<file path="config.mk">
export PLATFORM = sky130hd
export DESIGN_NAME = pcrs_core
export DESIGN_NICKNAME = d
export VERILOG_FILES = /design/src/include/pcrs_pkg.sv /design/src/hw/pcrs_stack_mem.sv /design/src/hw/pcrs_core.sv
export SDC_FILE = /design/constraint.sdc
export NUM_CORES = 1
export LEC_CHECK = 0
export BUFFER_PORTS_ARGS = -buffer_cell sky130_fd_sc_hd__buf_2
export CAP_MARGIN = 20
export CORE_ASPECT_RATIO = 1.75
export CORE_MARGIN = 4
export CORE_UTILIZATION = 40
export CTS_CLUSTER_DIAMETER = 40
export CTS_CLUSTER_SIZE = 28
export DETAILED_ROUTE_END_ITERATION = 16
export GPL_TIMING_DRIVEN = 0
export PLACE_DENSITY_LB_ADDON = 0.2
export SYNTH_ARGS = -nofsm -noshare
export SYNTH_HDL_FRONTEND = slang
export SYNTH_SLANG_ARGS = --single-unit
export TNS_END_PERCENT = 5
</file>
<file path="constraint.sdc">
create_clock -name CLOCK -period 3.9 [get_ports CLOCK]
set_input_delay 0.39 -clock CLOCK [delete_from_list [all_inputs] [get_ports CLOCK]]
set_output_delay 0.39 -clock CLOCK [all_outputs]
set_load 0.02 [all_outputs]
</file>
<file path="src/include/pcrs_pkg.sv">
// Constants and types shared by the program counter and return stack.
// Assumes one core clock, a synchronous active-low reset and a sequencer
// that issues at most one flow command and one special-register access
// per cycle.
//
// What this block does
// Counter is 21 bits in three bytes.
// Only low byte is software readable and writable.
// High and upper bytes load only through latches.
// Low byte write loads upper bytes from latches.
// Low byte read copies upper bytes to latches.
// Counter bit zero is always zero.
// Sequential fetch advances counter by two.
// Calls, jumps, branches load counter without latches.
// Calls and interrupts push; 31 levels nest.
// Return, literal return, interrupt return pop.
// Calls and returns leave latches unchanged.
// Stack is dedicated 31 by 21 memory, 5-bit pointer.
// Push increments pointer, then writes return address.
// Pop reads selected entry, then decrements pointer.
// Reset clears pointer; zero has no entry.
// Overflow and underflow reported as status bits.
// Software reads, writes pointer and top entry.
// Three top bytes access only the selected entry.
// Software masks interrupts while touching the stack.
// Push at 31 overflows; pop at 0 underflows.

package pcrs_pkg;

   // ---------------------------------------------------------------
   // Widths and depths
   // ---------------------------------------------------------------
   localparam int PCRS_PC_W = 21;
   localparam int PCRS_UPPER_W = 5;
   localparam int PCRS_PTR_W = 5;
   localparam int PCRS_DEPTH = 31;
   localparam logic [PCRS_PTR_W-1:0] PCRS_PTR_MAX = 5'h1F;
   localparam logic [PCRS_PTR_W-1:0] PCRS_PTR_ONE = 5'h01;
   localparam logic [PCRS_PC_W-1:0] PCRS_PC_STEP = 21'h000002;

   // ---------------------------------------------------------------
   // Reset values
   // ---------------------------------------------------------------
   localparam logic [PCRS_PC_W-1:0] PCRS_PC_RST = 21'h000000;
   localparam logic [7:0] PCRS_HIGH_LATCH_RST = 8'h00;
   localparam logic [PCRS_UPPER_W-1:0] PCRS_UPPER_LATCH_RST = 5'h00;
   localparam logic [PCRS_PTR_W-1:0] PCRS_PTR_RST = 5'h00;
   localparam logic [7:0] PCRS_RDATA_RST = 8'h00;

   // ---------------------------------------------------------------
   // Field positions of the stack status byte
   // ---------------------------------------------------------------
   localparam int PCRS_STAT_OVF_BIT = 0;
   localparam int PCRS_STAT_UNF_BIT = 1;

   // ---------------------------------------------------------------
   // Flow commands from the instruction sequencer
   // ---------------------------------------------------------------
   typedef enum logic [2:0] {
      PCRS_OP_NONE = 3'h0,
      PCRS_OP_NEXT = 3'h1,
      PCRS_OP_JUMP = 3'h2,
      PCRS_OP_CALL = 3'h3,
      PCRS_OP_INTACK = 3'h4,
      PCRS_OP_RETURN = 3'h5
   } pcrs_op_t;

   typedef struct packed {
      pcrs_op_t op;
      logic [PCRS_PC_W-1:0] target;
   } pcrs_cmd_t;

   // ---------------------------------------------------------------
   // Special-register selection for the core's access port
   // ---------------------------------------------------------------
   typedef enum logic [3:0] {
      PCRS_SEL_NONE = 4'h0,
      PCRS_SEL_COUNTER_LOW = 4'h1,
      PCRS_SEL_HIGH_LATCH = 4'h2,
      PCRS_SEL_UPPER_LATCH = 4'h3,
      PCRS_SEL_STACK_POINTER = 4'h4,
      PCRS_SEL_TOS_LOW = 4'h5,
      PCRS_SEL_TOS_HIGH = 4'h6,
      PCRS_SEL_TOS_UPPER = 4'h7,
      PCRS_SEL_STATUS = 4'h8
   } pcrs_sel_t;

   typedef struct packed {
      pcrs_sel_t sel;
      logic wr;
      logic rd;
      logic [7:0] wdata;
   } pcrs_sfr_req_t;

   typedef struct packed {
      logic underflow;
      logic overflow;
   } pcrs_status_t;

   localparam pcrs_status_t PCRS_STATUS_RST = 2'h0;

   typedef struct packed {
      logic [PCRS_PC_W-1:0] program_counter;
      logic [7:0] high_latch;
      logic [PCRS_UPPER_W-1:0] upper_latch;
      logic [PCRS_PTR_W-1:0] stack_pointer;
      pcrs_status_t status;
      logic [7:0] sfr_rdata;
   } pcrs_state_t;

endpackage

</file>
<file path="src/hw/pcrs_stack_mem.sv">
// Return address storage: 31 entries of 21 bits behind a 5-bit index.
// Assumes the owner never writes index zero and reads index zero only
// as an empty stack; that index has no storage and reads as zero.

module pcrs_stack_mem
   import pcrs_pkg::*;
(
   // Clock
   input wire logic CLOCK,
   // Write port
   input wire logic WE,
   input wire logic [pcrs_pkg::PCRS_PTR_W-1:0] WADDR,
   input wire logic [pcrs_pkg::PCRS_PC_W-1:0] WDATA,
   // Read port, data one cycle after the address
   input wire logic [pcrs_pkg::PCRS_PTR_W-1:0] RADDR,
   output logic [pcrs_pkg::PCRS_PC_W-1:0] RDATA
);

   logic [PCRS_PC_W-1:0] mem [1:PCRS_DEPTH];

   // ---------------------------------------------------------------
   // Storage
   // ---------------------------------------------------------------
   // Write-first: a read of the entry being written returns the new
   // word, so the owner's mirror of the top entry never goes stale.
   always_ff @(posedge CLOCK) begin
      if (WE && WADDR != PCRS_PTR_RST) begin
         mem[WADDR] <= WDATA;
      end
      if (RADDR == PCRS_PTR_RST) begin
         RDATA <= PCRS_PC_RST;
      end else if (WE && WADDR == RADDR) begin
         RDATA <= WDATA;
      end else begin
         RDATA <= mem[RADDR];
      end
   end

endmodule

</file>
<file path="src/hw/pcrs_core.sv">
// Program counter with its two latch bytes and the hardware return
// stack, including its pointer, top-of-stack access and status flags.
// Assumes the sequencer presents one flow command per cycle and that
// special-register accesses come from the same core clock domain.

module pcrs_core
   import pcrs_pkg::*;
(
   // Clock and reset
   input wire logic CLOCK,
   input wire logic RST_B,
   // Flow commands from the instruction sequencer
   input wire pcrs_pkg::pcrs_cmd_t CMD,
   // Special-register access from the core
   input wire pcrs_pkg::pcrs_sfr_req_t SFR_REQ,
   output logic [7:0] SFR_RDATA,
   // Fetch address and stack state
   output logic [pcrs_pkg::PCRS_PC_W-1:0] PROGRAM_COUNTER,
   output logic [pcrs_pkg::PCRS_PTR_W-1:0] STACK_POINTER,
   output pcrs_pkg::pcrs_status_t STACK_STATUS
);

   import pcrs_pkg::*;

   // ---------------------------------------------------------------
   // State and stack memory wiring
   // ---------------------------------------------------------------
   pcrs_state_t state;
   pcrs_state_t next_state;

   logic mem_we;
   logic [PCRS_PTR_W-1:0] mem_waddr;
   logic [PCRS_PC_W-1:0] mem_wdata;
   logic [PCRS_PC_W-1:0] top_entry;

   logic is_push;
   logic is_pop;
   logic push_ok;
   logic pop_ok;
   logic sw_write;
   logic sw_read;
   logic [PCRS_PC_W-1:0] return_address;
   logic [PCRS_PC_W-1:0] counter_after_seq;

   // ---------------------------------------------------------------
   // Command decode
   // ---------------------------------------------------------------
   // Calls and interrupt acknowledges both push; every return flavour
   // pops the same way, so the sequencer folds them into one command.
   assign is_push = (CMD.op == PCRS_OP_CALL) ||
                    (CMD.op == PCRS_OP_INTACK);
   assign is_pop = (CMD.op == PCRS_OP_RETURN);
   assign push_ok = is_push && (state.stack_pointer != PCRS_PTR_MAX);
   assign pop_ok = is_pop && (state.stack_pointer != PCRS_PTR_RST);
   assign sw_write = SFR_REQ.wr;
   assign sw_read = SFR_REQ.rd;

   // The sequencer has already moved the counter past the call, so the
   // current value is the address of the following instruction.
   assign return_address = state.program_counter;

   // ---------------------------------------------------------------
   // Flow path of the program counter
   // ---------------------------------------------------------------
   always_comb begin
      counter_after_seq = state.program_counter;
      case (CMD.op)
         PCRS_OP_NEXT: begin
            counter_after_seq = state.program_counter + PCRS_PC_STEP;
         end
         PCRS_OP_JUMP, PCRS_OP_CALL, PCRS_OP_INTACK: begin
            // Direct loads bypass both latch bytes.
            counter_after_seq = CMD.target;
         end
         PCRS_OP_RETURN: begin
            // top_entry already mirrors the entry the pointer selects;
            // an empty stack reads as zero.
            counter_after_seq = top_entry;
         end
         PCRS_OP_NONE: begin
            counter_after_seq = state.program_counter;
         end
         default: begin
            counter_after_seq = state.program_counter;
         end
      endcase
      counter_after_seq[0] = 1'b0;
   end

   // ---------------------------------------------------------------
   // Stack memory write port
   // ---------------------------------------------------------------
   // Only one write per cycle reaches the memory. A top-of-stack write
   // shares the port with a push; the push is taken when both arrive,
   // which cannot happen while interrupts are masked as they must be.
   always_comb begin
      mem_we = 1'b0;
      mem_waddr = state.stack_pointer;
      mem_wdata = top_entry;
      if (push_ok) begin
         mem_we = 1'b1;
         mem_waddr = state.stack_pointer + PCRS_PTR_ONE;
         mem_wdata = return_address;
      end else if (sw_write &&
                   state.stack_pointer != PCRS_PTR_RST) begin
         case (SFR_REQ.sel)
            PCRS_SEL_TOS_LOW: begin
               mem_we = 1'b1;
               mem_wdata[7:0] = SFR_REQ.wdata;
            end
            PCRS_SEL_TOS_HIGH: begin
               mem_we = 1'b1;
               mem_wdata[15:8] = SFR_REQ.wdata;
            end
            PCRS_SEL_TOS_UPPER: begin
               mem_we = 1'b1;
               mem_wdata[20:16] = SFR_REQ.wdata[4:0];
            end
            default: begin
               mem_we = 1'b0;
            end
         endcase
      end
   end

   // ---------------------------------------------------------------
   // Next state
   // ---------------------------------------------------------------
   always_comb begin
      next_state = state;

      // Flow commands own the counter unless software writes the low
      // byte in the same cycle, which then replaces the whole counter.
      next_state.program_counter = counter_after_seq;

      // Pointer movement and error flags from the sequencer.
      if (push_ok) begin
         next_state.stack_pointer = state.stack_pointer + PCRS_PTR_ONE;
      end else if (is_push) begin
         next_state.status.overflow = 1'b1;
      end
      if (pop_ok) begin
         next_state.stack_pointer = state.stack_pointer - PCRS_PTR_ONE;
      end else if (is_pop) begin
         next_state.status.underflow = 1'b1;
      end

      // Software writes.
      if (sw_write) begin
         case (SFR_REQ.sel)
            PCRS_SEL_COUNTER_LOW: begin
               next_state.program_counter = {state.upper_latch,
                                             state.high_latch,
                                             SFR_REQ.wdata[7:1],
                                             1'b0};
            end
            PCRS_SEL_HIGH_LATCH: begin
               next_state.high_latch = SFR_REQ.wdata;
            end
            PCRS_SEL_UPPER_LATCH: begin
               next_state.upper_latch = SFR_REQ.wdata[4:0];
            end
            PCRS_SEL_STACK_POINTER: begin
               next_state.stack_pointer = SFR_REQ.wdata[4:0];
            end
            PCRS_SEL_STATUS: begin
               // Software may only clear a flag; a fault in the same
               // cycle keeps it set so the event is not lost.
               if (!SFR_REQ.wdata[PCRS_STAT_OVF_BIT] &&
                   !(is_push && !push_ok)) begin
                  next_state.status.overflow = 1'b0;
               end
               if (!SFR_REQ.wdata[PCRS_STAT_UNF_BIT] &&
                   !(is_pop && !pop_ok)) begin
                  next_state.status.underflow = 1'b0;
               end
            end
            default: begin
               next_state.status = next_state.status;
            end
         endcase
      end

      // Software reads: data appear in the cycle after the request.
      // Calls and returns never reach the latches.
      if (sw_read) begin
         case (SFR_REQ.sel)
            PCRS_SEL_COUNTER_LOW: begin
               next_state.sfr_rdata = state.program_counter[7:0];
               next_state.high_latch = state.program_counter[15:8];
               next_state.upper_latch = state.program_counter[20:16];
            end
            PCRS_SEL_HIGH_LATCH: begin
               next_state.sfr_rdata = state.high_latch;
            end
            PCRS_SEL_UPPER_LATCH: begin
               next_state.sfr_rdata = {3'h0, state.upper_latch};
            end
            PCRS_SEL_STACK_POINTER: begin
               next_state.sfr_rdata = {3'h0, state.stack_pointer};
            end
            PCRS_SEL_TOS_LOW: begin
               next_state.sfr_rdata = top_entry[7:0];
            end
            PCRS_SEL_TOS_HIGH: begin
               next_state.sfr_rdata = top_entry[15:8];
            end
            PCRS_SEL_TOS_UPPER: begin
               next_state.sfr_rdata = {3'h0, top_entry[20:16]};
            end
            PCRS_SEL_STATUS: begin
               next_state.sfr_rdata = {6'h00,
                                       state.status.underflow,
                                       state.status.overflow};
            end
            default: begin
               next_state.sfr_rdata = PCRS_RDATA_RST;
            end
         endcase
      end
   end

   // ---------------------------------------------------------------
   // State register
   // ---------------------------------------------------------------
   always_ff @(posedge CLOCK) begin
      if (!RST_B) begin
         state.program_counter <= PCRS_PC_RST;
         state.high_latch <= PCRS_HIGH_LATCH_RST;
         state.upper_latch <= PCRS_UPPER_LATCH_RST;
         state.stack_pointer <= PCRS_PTR_RST;
         state.status <= PCRS_STATUS_RST;
         state.sfr_rdata <= PCRS_RDATA_RST;
      end else begin
         state <= next_state;
      end
   end

   // ---------------------------------------------------------------
   // Return stack storage
   // ---------------------------------------------------------------
   // Reading at the next pointer keeps the registered read data equal
   // to the entry the pointer selects, so a pop needs no extra cycle.
   // During reset the read address is the reset pointer.
   pcrs_stack_mem u_stack_mem (
      .CLOCK(CLOCK),
      .WE(mem_we && RST_B),
      .WADDR(mem_waddr),
      .WDATA(mem_wdata),
      .RADDR(RST_B ? next_state.stack_pointer : PCRS_PTR_RST),
      .RDATA(top_entry)
   );

   // ---------------------------------------------------------------
   // Outputs
   // ---------------------------------------------------------------
   assign PROGRAM_COUNTER = state.program_counter;
   assign STACK_POINTER = state.stack_pointer;
   assign STACK_STATUS = state.status;
   assign SFR_RDATA = state.sfr_rdata;

endmodule

</file>
After elaboration in Yosys (flattened, before gate mapping):

Memories as Yosys holds them, arrays and structs flattened. A register that Yosys moved wholly into a read port is not among the register bits.
Cells that the tools add are included.
W data, S select, Z words.

* equal/unequal tests: 14
* add/sub/neg operators: 3
* reduce and logical (&&, ||, !) cells: 22
* muxes and demuxes: 29

Operators with widths (count)
* $pmux W8 S8: 1
* $mux W21: 3
* $pmux W21 S3: 1
* $mux W41: 1
* $mux W5: 6
* $mux W13: 2
* $mux W8: 3
* $add A21 B2 Y21 const B: 1
* $eq A4 B3 Y1 const B: 4
* $mux W1: 11
* $reduce_bool A5 Y1: 2
* $logic_and A1 B1 Y1: 9
* $eq A4 B2 Y1 const B: 2
* $eq A3 B2 Y1 const B: 2
* $eq A3 B3 Y1 const B: 2
* $logic_not A1 Y1: 6
* $reduce_or A3 Y1: 2
* $add A5 B1 Y5 const B: 1
* $logic_not A5 Y1: 1
* $ne A5 B5 Y1 const B: 1
* $sub A5 B1 Y5 const B: 1
* $eq A4 B1 Y1 const B: 1
* $eq A4 B4 Y1 const B: 1
* $eq A3 B1 Y1 const B: 1
* 3 further kinds: 3

* register bits: 49
* input bits: 40
* memories kept: 1
* RAM bits: 651

Memories
* u_stack_mem.mem: depth 31, width 21, rd ports 1, clocked after memory_dff 1, write ports 1, RTL line pcrs_stack_mem.sv:19 `logic [PCRS_PC_W-1:0] mem [1:PCRS_DEPTH];`

Depth between registers and ports, before layout:

Gate-level depths: netlist of the first run.

* depth after elaboration: 12
* depth in mapped cells: 17

By module:

From an unflattened synthesis of the first run, not the netlist that was laid out.

* cells, all modules: 1845
* area total of the unflattened synthesis: 30366.6 um^2

Modules (own cells, without submodules)
* pcrs_stack_mem: times used 1, cells an instance 1252, area each 25962.4 um^2
* pcrs_core: times used 1, cells an instance 593, area each 4404.2 um^2

Worst setup path after synthesis of the first run:

OpenSTA, ideal clock, no wires.

* path kind: reg2reg
* from: register state (netlist bit STACK_POINTER[0])
* to: memory u_stack_mem.mem[10][15] (data pin)
* buffers on the path: 2
* clock period less this slack: 3.870 ns
* cell stages (with the launch flop): 10
* library setup time: 0.456 ns
* path slack: 0.030 ns
* data arrival time: 3.414 ns
* cell sequence: dfxtp_1 clkbuf_1 inv_2 ha_1 or4b_1 buf_2 nand2_1 nor2_1 mux2i_1 o21ai_0

* word-level cells in the longest chain between the ends: 4
* elaborated cells between the ends (all ways): 6
* classes of those cells: eq/ne: 1; mux: 2; reduce/logical: 3

RTL lines
* from (decl): RTL line pcrs_core.sv:28 `pcrs_state_t state;`
* from (signal assigned): RTL line pcrs_core.sv:235 `state <= next_state;`
* $reduce_bool A5 Y1: RTL line pcrs_core.sv:105 `state.stack_pointer != PCRS_PTR_RST) begin`
* $logic_and A1 B1 Y1: RTL line pcrs_core.sv:104 `end else if (sw_write &&`
* $mux W21: RTL line pcrs_core.sv:104
* $mux W21 (*): RTL line pcrs_core.sv:100 `if (push_ok) begin`
* via mem_wdata[15]: RTL line pcrs_core.sv:33 `logic [PCRS_PC_W-1:0] mem_wdata;`
* to (decl): RTL line pcrs_stack_mem.sv:19

The timed path passes the listed nets; every way through them passes the cells marked *.

Final worst setup path of the first run:

* from: register state (netlist bit STACK_POINTER[0])
* to: register u_stack_mem.RDATA[14] (netlist name), read port of u_stack_mem.mem

* word-level cells in the longest chain between the ends: 8
* elaborated cells between the ends (all ways): 12
* classes of those cells: add/sub: 2; eq/ne: 1; mux: 5; reduce/logical: 4

RTL lines
* parallel branches: the longest is 3 deep, another holds $add A5 B1 Y5
* $mux W5 (*): RTL line pcrs_core.sv:142 `if (pop_ok) begin`
* $mux W5: RTL line pcrs_core.sv:150 `case (SFR_REQ.sel)`
* $mux W41 (*): RTL line pcrs_core.sv:149 `if (sw_write) begin`
* $mux W5 (*): RTL line pcrs_core.sv:250 `.RADDR(RST_B ? next_state.stack_pointer : PCRS_PTR_RST),`
* $logic_not A5 Y1: RTL line pcrs_stack_mem.sv:30 `if (RADDR == PCRS_PTR_RST) begin`
* to (decl): RTL line pcrs_stack_mem.sv:16 `output logic [pcrs_pkg::PCRS_PC_W-1:0] RDATA`

Mark *: on every way between the ends.
A chain may end at the register's enable or synchronous reset.

==> results of run 1 <==
## final timing paths
path                                       start                     to  slack, ps  cells past startpoint
worst min register to register      SFR_RDATA[2]           SFR_RDATA[2]        500                      2
worst min-delay path                      CMD[5]     PROGRAM_COUNTER[5]         80                      3
worst max register to register  STACK_POINTER[0]  u_stack_mem.RDATA[14]       -320                     15
worst max-delay path            STACK_POINTER[0]  u_stack_mem.RDATA[14]       -320                     15
## per-layer routing
layer,wire (um),vias up,track usage (%)
li1,-,9701,-
met1,43000,11900,33.5
met2,68900,1700,57.0
met3,11700,651,7.00
met4,18000,0,33.5
met5,0,-,0
## layout make-up
cell class              count  area, um^2
fillers                  6720       38600
flip-flops and latches    720       20900
multi-input cells        1393       10400
repair buffers            197        2060
clock buffers              78        1860
plain buffers             203        1540
well taps                1027        1280
clock inverters            49         619
inverters                  20        95.1
diodes                      4        10.0
## Yosys cell counts (41+ instances only)
cell | n | share of area, %
sky130_fd_sc_hd__and3_1 | 41 | 0.82
sky130_fd_sc_hd__a21oi_1 | 101 | 1.6
sky130_fd_sc_hd__nor2_1 | 128 | 1.5
sky130_fd_sc_hd__mux2i_1 | 144 | 4.6
sky130_fd_sc_hd__a211oi_1 | 53 | 1.3
sky130_fd_sc_hd__dfxtp_1 | 69 | 4.4
sky130_fd_sc_hd__edfxtp_1 | 651 | 63
sky130_fd_sc_hd__nand2_1 | 232 | 2.8
sky130_fd_sc_hd__clkbuf_1 | 94 | 1.1
sky130_fd_sc_hd__o21ai_0 | 90 | 1.4
sky130_fd_sc_hd__buf_2 | 56 | 0.90
sky130_fd_sc_hd__a31oi_1 | 55 | 1.1
sky130_fd_sc_hd__o221ai_1 | 62 | 1.7
## flip-flops by register name, summed over array words and instances (netlist names)
register and count:
STACK_POINTER 5, u_stack_mem.RDATA 21, PROGRAM_COUNTER 20, u_stack_mem.mem 651
SFR_RDATA 8, state 13, STACK_STATUS 2
## power breakdown
group	switching [mW]	leakage [nW]	internal (mW)
clock	3.34	1.20	4.05
combinational	2.90	5.64	1.37
sequential	0.217	6.54	8.95
total	6.45	13.4	14.4
## kinds of logic after synthesis
| group | count (synthesis) | share of synthesized area, % |
|---|---|---|
| other | 1 | 0.0120 |
| AOI/OAI and AO/OA | 618 | 13.9 |
| buffers and inverters | 226 | 3.55 |
| and+or+nand+nor | 572 | 8.51 |
| DFF | 720 | 67.1 |
| muxes | 191 | 6.59 |
| adders and majority gates | 4 | 0.160 |
| xor gates and xnor gates | 7 | 0.197 |
## metrics by stage
step           area, um^2  setup WS [ps]
2_1_floorplan       31200           29.5
3_3_place_gp        32800          -3500
3_5_place_dp        34200          -2950
4_1_cts             38500           -319
5_1_grt             38800           -342
6_report            38800           -325
## worst reg2reg max path, cell delays in order (launching register included)
cell	delay, ps
sky130_fd_sc_hd__dfxtp_4	380
sky130_fd_sc_hd__ha_4	170
sky130_fd_sc_hd__and3_4	180
sky130_fd_sc_hd__ha_4	170
sky130_fd_sc_hd__buf_8	140
sky130_fd_sc_hd__nand2b_4	150
sky130_fd_sc_hd__o2bb2ai_2	150
sky130_fd_sc_hd__nor4_4	560
sky130_fd_sc_hd__o21ai_2	350
sky130_fd_sc_hd__a32oi_2	360
sky130_fd_sc_hd__a221oi_4	120
sky130_fd_sc_hd__buf_12	180
sky130_fd_sc_hd__nor3_4	310
sky130_fd_sc_hd__buf_6	220
sky130_fd_sc_hd__o211ai_1	280
sky130_fd_sc_hd__o211ai_1	340
## repair_timing
item,CTS,global route
setup buffers,61,13
gates resized for setup,329,31
pin swaps,51,19
gates cloned,0,1
endpoints found under the setup margin,763,33
==> metrics.md, run 1 <==
| Metric | Value |
|---|---|
| Unrepaired setup endpoints after global routing | yes |
| Ports | 76 |
| Initial drt markers | 3,031 |
| Gate family responsible for the most delay along the worst path | compound AO/OA/AOI/OAI gates |
| Remaining max-slew budget at the tightest pin | 29.0% |
| Bufs and invs on worst path | 3 |
| Non-filler instance count after layout | 3,691 |
| Cell-by-cell listing of the critical path | ha_4 > and3_4 > ha_4 > buf_8 > nand2b_4 > o2bb2ai_2 > nor4_4 > o21ai_2 > a32oi_2 > a221oi_4 > buf_12 > nor3_4 > buf_6 > o211ai_1 > o211ai_1 |
| Number of port buffers | 67 |
| Floorplan Core Area | 77,400 um^2 |
| Worst stage delay on the critical path | 560 ps |
| Power density over the cells | 537 nW/um^2 |
| Part of the Yosys area used for sequential elements | 67.1% |
| Count of state elements after synthesis | 720 |
| Cells after synthesis | 2,339 |
| Worst setup margin | -325 ps |
| Worst endpoint data arrival time | 4730 ps |
| Type of origin of the critical path | register |
| Global-route total usage across every layer | 33.8% |
| Post-synthesis to final-layout area growth | 24.4% |
| Overall die height | 377 um |
| Worst-case vdd ir drop | 315 uV |
| Post-detailed-route count of antenna-violating nets | 0 |
| Worst setup path category | reg -> reg |
| TNS Setup | -3600 ps |
| Count of final max-slew check failures | 0 |
| DR vias/cell | 6.49 |
| Crit path time final | 4220 ps |
| Library cell used as clock root buffer | sky130_fd_sc_hd__clkbuf_16 |
| First-pass GRT wire length | 190,000 um |
| Inst Count DP | 3,488 |
| Initial antenna violation count | 3 |
| Share of synthesized flip-flops with an asynchronous set or reset | 0% |
| Die area | 82,700 um^2 |
| Net count reported at finish | 2,648 |
| Fraction of final layout cells sized beyond drive strength 1 | 25.7% |
| Gpl congestion | 1.01 |
| Via count of the first global-routing pass | 23,600 |
| Slowest library cell on the worst path | sky130_fd_sc_hd__nor4_4 |
| Synth warnings | 0 |
| Residual DRC | 0 |
| Post-synth EDFFs | 651 |
| Clock latency on the worst-skew pair | 680 ps |
| CTS buffer count | 69 |
| Total power after layout | 20.8 mW |
| Count of hold buffers inserted by post-cts repair | 0 |
| Total number of clock tree sinks | 720 |
| Failing checks | negative setup slack |
| Most frequent standard cell in the layout excluding fill and tap cells | sky130_fd_sc_hd__edfxtp_1 |
| Upper clock frequency limit | 0.237 GHz |
| Hold Slack | 77.4 ps |
| Initial Utilization | 40.3% |
| Net count after synthesis | 2,383 |
| Detailed-routing iteration count for the pre-antenna-repair pass | 7 |
| CP Capture Type | register |
| Total wirelength of the detailed-routed design | 142,000 um |
| Worst Max-Slew Pin Slew | 1060 ps |
| DR WL/cell | 38.4 um |
| Overflow after GRT | 0 |
| Max-capacitance violation count | 0 |
| Site Rows | 135 |
| Period Utilization, post-route | 108% |
| Number of buffers on the longest clock path | 3 |
| Core occupancy in the finished layout | 50.2% |
| Most used cells in the layout excluding fill and tap cells | sky130_fd_sc_hd__edfxtp_1, sky130_fd_sc_hd__nand2_1, sky130_fd_sc_hd__mux2i_1, sky130_fd_sc_hd__buf_4, sky130_fd_sc_hd__a21oi_1 |
| CTS tree | yes |
| Largest net degree at the start of global routing | 33 |
| Maximum clock skew at final layout | 42.2 ps |
| Fin. Hold Viols | 0 |
| Run status | finished with violations |
| Clock transition at the registers of the reported paths | 60 ps |
| Cell leakage power | 13.4 nW |
| Number of distinct standard cells referenced by the synthesized netlist | 89 |
| DP Wirelength | 101,000 um |
| Worst path required time | 4400 ps |
| Post-Syn Area per Cell | 13.3 um^2 |
| Netlist area before placement | 31,200 um^2 |
| Via count | 24,000 |
| Critical-path maximum fanout | 9 |
| Final Setup Violations | 20 |
| Main synth FF type | sky130_fd_sc_hd__edfxtp_1 |
| Level count of the clock H-tree | 3 |
| Worst Hold Class | in -> reg |
| Width of the chip | 219 um |
No activity file was read; power rests on OpenSTA's default activity.
==> run 2, diff against run 1 <==
Settings changed: CELL_PAD_IN_SITES_DETAIL_PLACEMENT from default to 0, CELL_PAD_IN_SITES_GLOBAL_PLACEMENT from default to 1.
==> metrics.md, run 2 (synthesized netlist as in run 1, its figures left out) <==
| Metric | Value |
|---|---|
| Cell count of the worst hold path | 3 (unchanged) |
| CTS buffer count | 66 (was 69) |
| Non-filler instance count after layout | 3,696 (was 3,691) |
| Number of buffers on the longest clock path | 3 (unchanged) |
| Die area | 82,700 um^2 (unchanged) |
| Detailed-routing iteration count for the pre-antenna-repair pass | 7 (unchanged) |
| Unrepaired setup endpoints after global routing | yes (unchanged) |
| Hold Slack | 99.0 ps (was 77.4 ps) |
| Max FFs per register | 651 (unchanged) |
| Overall die height | 377 um (unchanged) |
| Inst Count DP | 3,488 (unchanged) |
| Gpl congestion | 0.961 (was 1.01) |
| Overflow after GRT | 0 (unchanged) |
| Count of final max-slew check failures | 0 (unchanged) |
| Type of origin of the critical path | register (unchanged) |
| Post-synthesis to final-layout area growth | 24.5% (was 24.4%) |
| Library cell used as clock root buffer | sky130_fd_sc_hd__clkbuf_16 (unchanged) |
| Power density over the cells | 526 nW/um^2 (was 537 nW/um^2) |
| Worst-case vdd ir drop | 355 uV (was 315 uV) |
| Switching Fraction | 31.8% (was 31.0%) |
| Clock latency on the worst-skew pair | 680 ps (about the same) |
| Clock transition at the registers of the reported paths | 80 ps (was 60 ps) |
| DR vias/cell | 6.43 (was 6.49) |
| Ports | 76 (unchanged) |
| Total number of clock tree sinks | 720 (unchanged) |
| Cell leakage power | 13.4 nW (about the same) |
| Worst setup path category | reg -> reg (unchanged) |
| Worst Hold Class | in -> reg (unchanged) |
| Maximum clock skew at final layout | 39.4 ps (was 42.2 ps) |
| Length in cells of the worst reg-to-reg path | 18 (was 15) |
| Fraction of final layout cells sized beyond drive strength 1 | 25.8% (was 25.7%) |
| Post-detailed-route count of antenna-violating nets | 0 (unchanged) |
| End point of the worst hold path | PROGRAM_COUNTER[15] (was PROGRAM_COUNTER[5]) |
| Worst Max-Slew Pin Slew | 1200 ps (was 1060 ps) |
| Initial drt markers | 3,255 (was 3,031) |
| Failing checks | negative setup slack (unchanged) |
| DR WL/cell | 38.2 um (was 38.4 um) |
| First-pass GRT wire length | 189,000 um (was 190,000 um) |
| DP Wirelength | 101,000 um (about the same) |
| R2r setup slk | -380 ps (was -320 ps) |
| Critical register-to-register path endpoint | u_stack_mem.RDATA[3] (was u_stack_mem.RDATA[14]) |
| Residual DRC | 0 (unchanged) |
| Origin of the worst min-delay path | CMD[15] (was CMD[5]) |
| Max-capacitance violation count | 0 (unchanged) |
| Initial Utilization | 40.3% (unchanged) |
| Fin. Hold Viols | 0 (unchanged) |
| Remaining max-slew budget at the tightest pin | 19.7% (was 29.0%) |
| Period Utilization, post-route | 110% (was 108%) |
| Logic gate share of total power | 21.2% (was 20.5%) |
| Sequential group share of total power | 45.0% (was 44.0%) |
| Worst path required time | 4430 ps (was 4400 ps) |
| Global-route total usage across every layer | 33.6% (was 33.8%) |
| Worst setup margin | -379 ps (was -325 ps) |
| Most frequent standard cell in the layout excluding fill and tap cells | sky130_fd_sc_hd__edfxtp_1 (unchanged) |
| Upper clock frequency limit | 0.234 GHz (was 0.237 GHz) |
| Clock network fraction of total power | 33.8% (was 35.5%) |
| Most used cells in the layout excluding fill and tap cells | sky130_fd_sc_hd__edfxtp_1, sky130_fd_sc_hd__nand2_1, sky130_fd_sc_hd__mux2i_1, sky130_fd_sc_hd__buf_4, sky130_fd_sc_hd__a21oi_1 (unchanged) |
| Via count | 23,800 (was 24,000) |
| Cell-internal power | 13.9 mW (was 14.4 mW) |
| CP Capture Type | register (unchanged) |
| Register bank with the most flops | u_stack_mem.mem (unchanged) |
| Final Setup Violations | 21 (was 20) |
| Crit path time final | 4280 ps (was 4220 ps) |
| Initial antenna violation count | 6 (was 3) |
| Switching pwr | 6.49 mW (was 6.45 mW) |
| Worst flop-to-flop path startpoint | STACK_POINTER[0] (unchanged) |
| Critical-path maximum fanout | 6 (was 9) |
| Via count of the first global-routing pass | 22,900 (was 23,600) |
| Largest net degree at the start of global routing | 33 (unchanged) |
| Number of port buffers | 67 (unchanged) |
| Worst endpoint data arrival time | 4810 ps (was 4730 ps) |
| Net count reported at finish | 2,657 (was 2,648) |
| CTS tree | yes (unchanged) |
| Level count of the clock H-tree | 3 (unchanged) |
| Total wirelength of the detailed-routed design | 141,000 um (was 142,000 um) |
| Floorplan Core Area | 77,400 um^2 (unchanged) |
| Site Rows | 135 (unchanged) |
| Run status | finished with violations (unchanged) |
| Width of the chip | 219 um (unchanged) |
==> run 2: changes by cell type in the layout (fill, tap and decap cells not counted), moves of 5 or more <==
| cell | previous run | this run |
|---|---|---|
| sky130_fd_sc_hd__mux2i_4 | 5 | 0 |
| sky130_fd_sc_hd__clkbuf_16 | 76 | 71 |
| sky130_fd_sc_hd__clkinv_8 | 5 | 14 |
| sky130_fd_sc_hd__buf_16 | 6 | 15 |
| sky130_fd_sc_hd__o22ai_1 | 28 | 33 |
| sky130_fd_sc_hd__buf_4 | 120 | 132 |
| sky130_fd_sc_hd__a221oi_2 | 2 | 7 |
| sky130_fd_sc_hd__o22ai_2 | 7 | 2 |
| sky130_fd_sc_hd__a31oi_4 | 2 | 9 |
==> run 2: worst max-delay path by stage <==
stage	startpoint	endpoint	slack, ps	cells past startpoint
after CTS	STACK_POINTER[0]	u_stack_mem.RDATA[14]	-310	18
final	STACK_POINTER[0]	u_stack_mem.RDATA[3]	-380	18
after global placement	STACK_POINTER[0]	u_stack_mem.mem[10][13]	-4080	9
after floorplan	STACK_POINTER[0]	u_stack_mem.mem[10][15]	30	9
after detailed placement	STACK_POINTER[0]	u_stack_mem.RDATA[7]	-3070	16
after global routing	STACK_POINTER[0]	u_stack_mem.RDATA[14]	-390	18
==> run 2: power by group through the flow <==
stage | sequential, mW | combinational, mW | clock, mW
after floorplan | 9.22 | 1.69 | 0
after global placement | 9.46 | 3.17 | 0
after detailed placement | 9.35 | 3.54 | 0
after CTS | 9.17 | 4.11 | 6.94
after global routing | 9.18 | 4.40 | 7.22
final | 9.19 | 4.33 | 6.92
==> run 2: area by class of cell <==
class | count | area, um^2
Sequential cell | 720 | 20900
Multi-Input combinational cell | 1393 | 10300
Inverter | 20 | 108
Fill cell | 6695 | 38500
Tap cell | 1027 | 1280
Buffer | 203 | 1600
Clock inverter | 50 | 583
Timing Repair Buffer | 209 | 2260
Antenna cell | 2 | 5.00
Clock buffer | 72 | 1720
==> run 2: layer usage <==
metal  GRT usage [%]  vias to the layer above  wire length (um)
met2            57.2                     1544             68700
met1            33.6                    11900             43300
met4            32.7                        2             18600
li1                -                     9715                 -
met5               0                        -                13
met3            6.59                      568             10700
==> run 2: per-stage QoR <==
step | area (um^2) | total power [mW] | utilization (%) | setup TNS [ps] | worst slack (ps)
after floorplan | 31200 | 10.9 | - | 0 | 29.5
after global placement | 32800 | 12.6 | 42.4 | -3060490 | -4080
after detailed placement | 34300 | 12.9 | 44.4 | -291170 | -3070
after CTS | 38500 | 20.2 | 49.8 | -4170 | -313
after global routing | 38800 | 20.8 | 50.2 | -5310 | -387
final | 38800 | 20.4 | 50.2 | -4860 | -379
==> run 2: critical path, cell delays in order (launching register included) <==
cell and delay (ps):
sky130_fd_sc_hd__dfxtp_4 400, sky130_fd_sc_hd__clkbuf_16 170, sky130_fd_sc_hd__inv_12 50, sky130_fd_sc_hd__ha_4 120, sky130_fd_sc_hd__or4b_4 500, sky130_fd_sc_hd__a211oi_4 270
sky130_fd_sc_hd__buf_4 170, sky130_fd_sc_hd__mux2_4 340, sky130_fd_sc_hd__o21ai_4 150, sky130_fd_sc_hd__buf_12 140, sky130_fd_sc_hd__buf_12 130, sky130_fd_sc_hd__buf_12 130
sky130_fd_sc_hd__buf_16 140, sky130_fd_sc_hd__buf_12 120, sky130_fd_sc_hd__buf_4 100, sky130_fd_sc_hd__a211oi_2 30, sky130_fd_sc_hd__o211ai_1 550, sky130_fd_sc_hd__o311ai_2 260
sky130_fd_sc_hd__a31oi_2 320
==> run 2: what timing repair did <==
action                                  CTS  global route
cloned                                    1             0
endpoints found under the setup margin  869            46
pin swaps                                61            33
hold buffers                              0             0
setup buffers                            64            22
resized for setup                       337            39
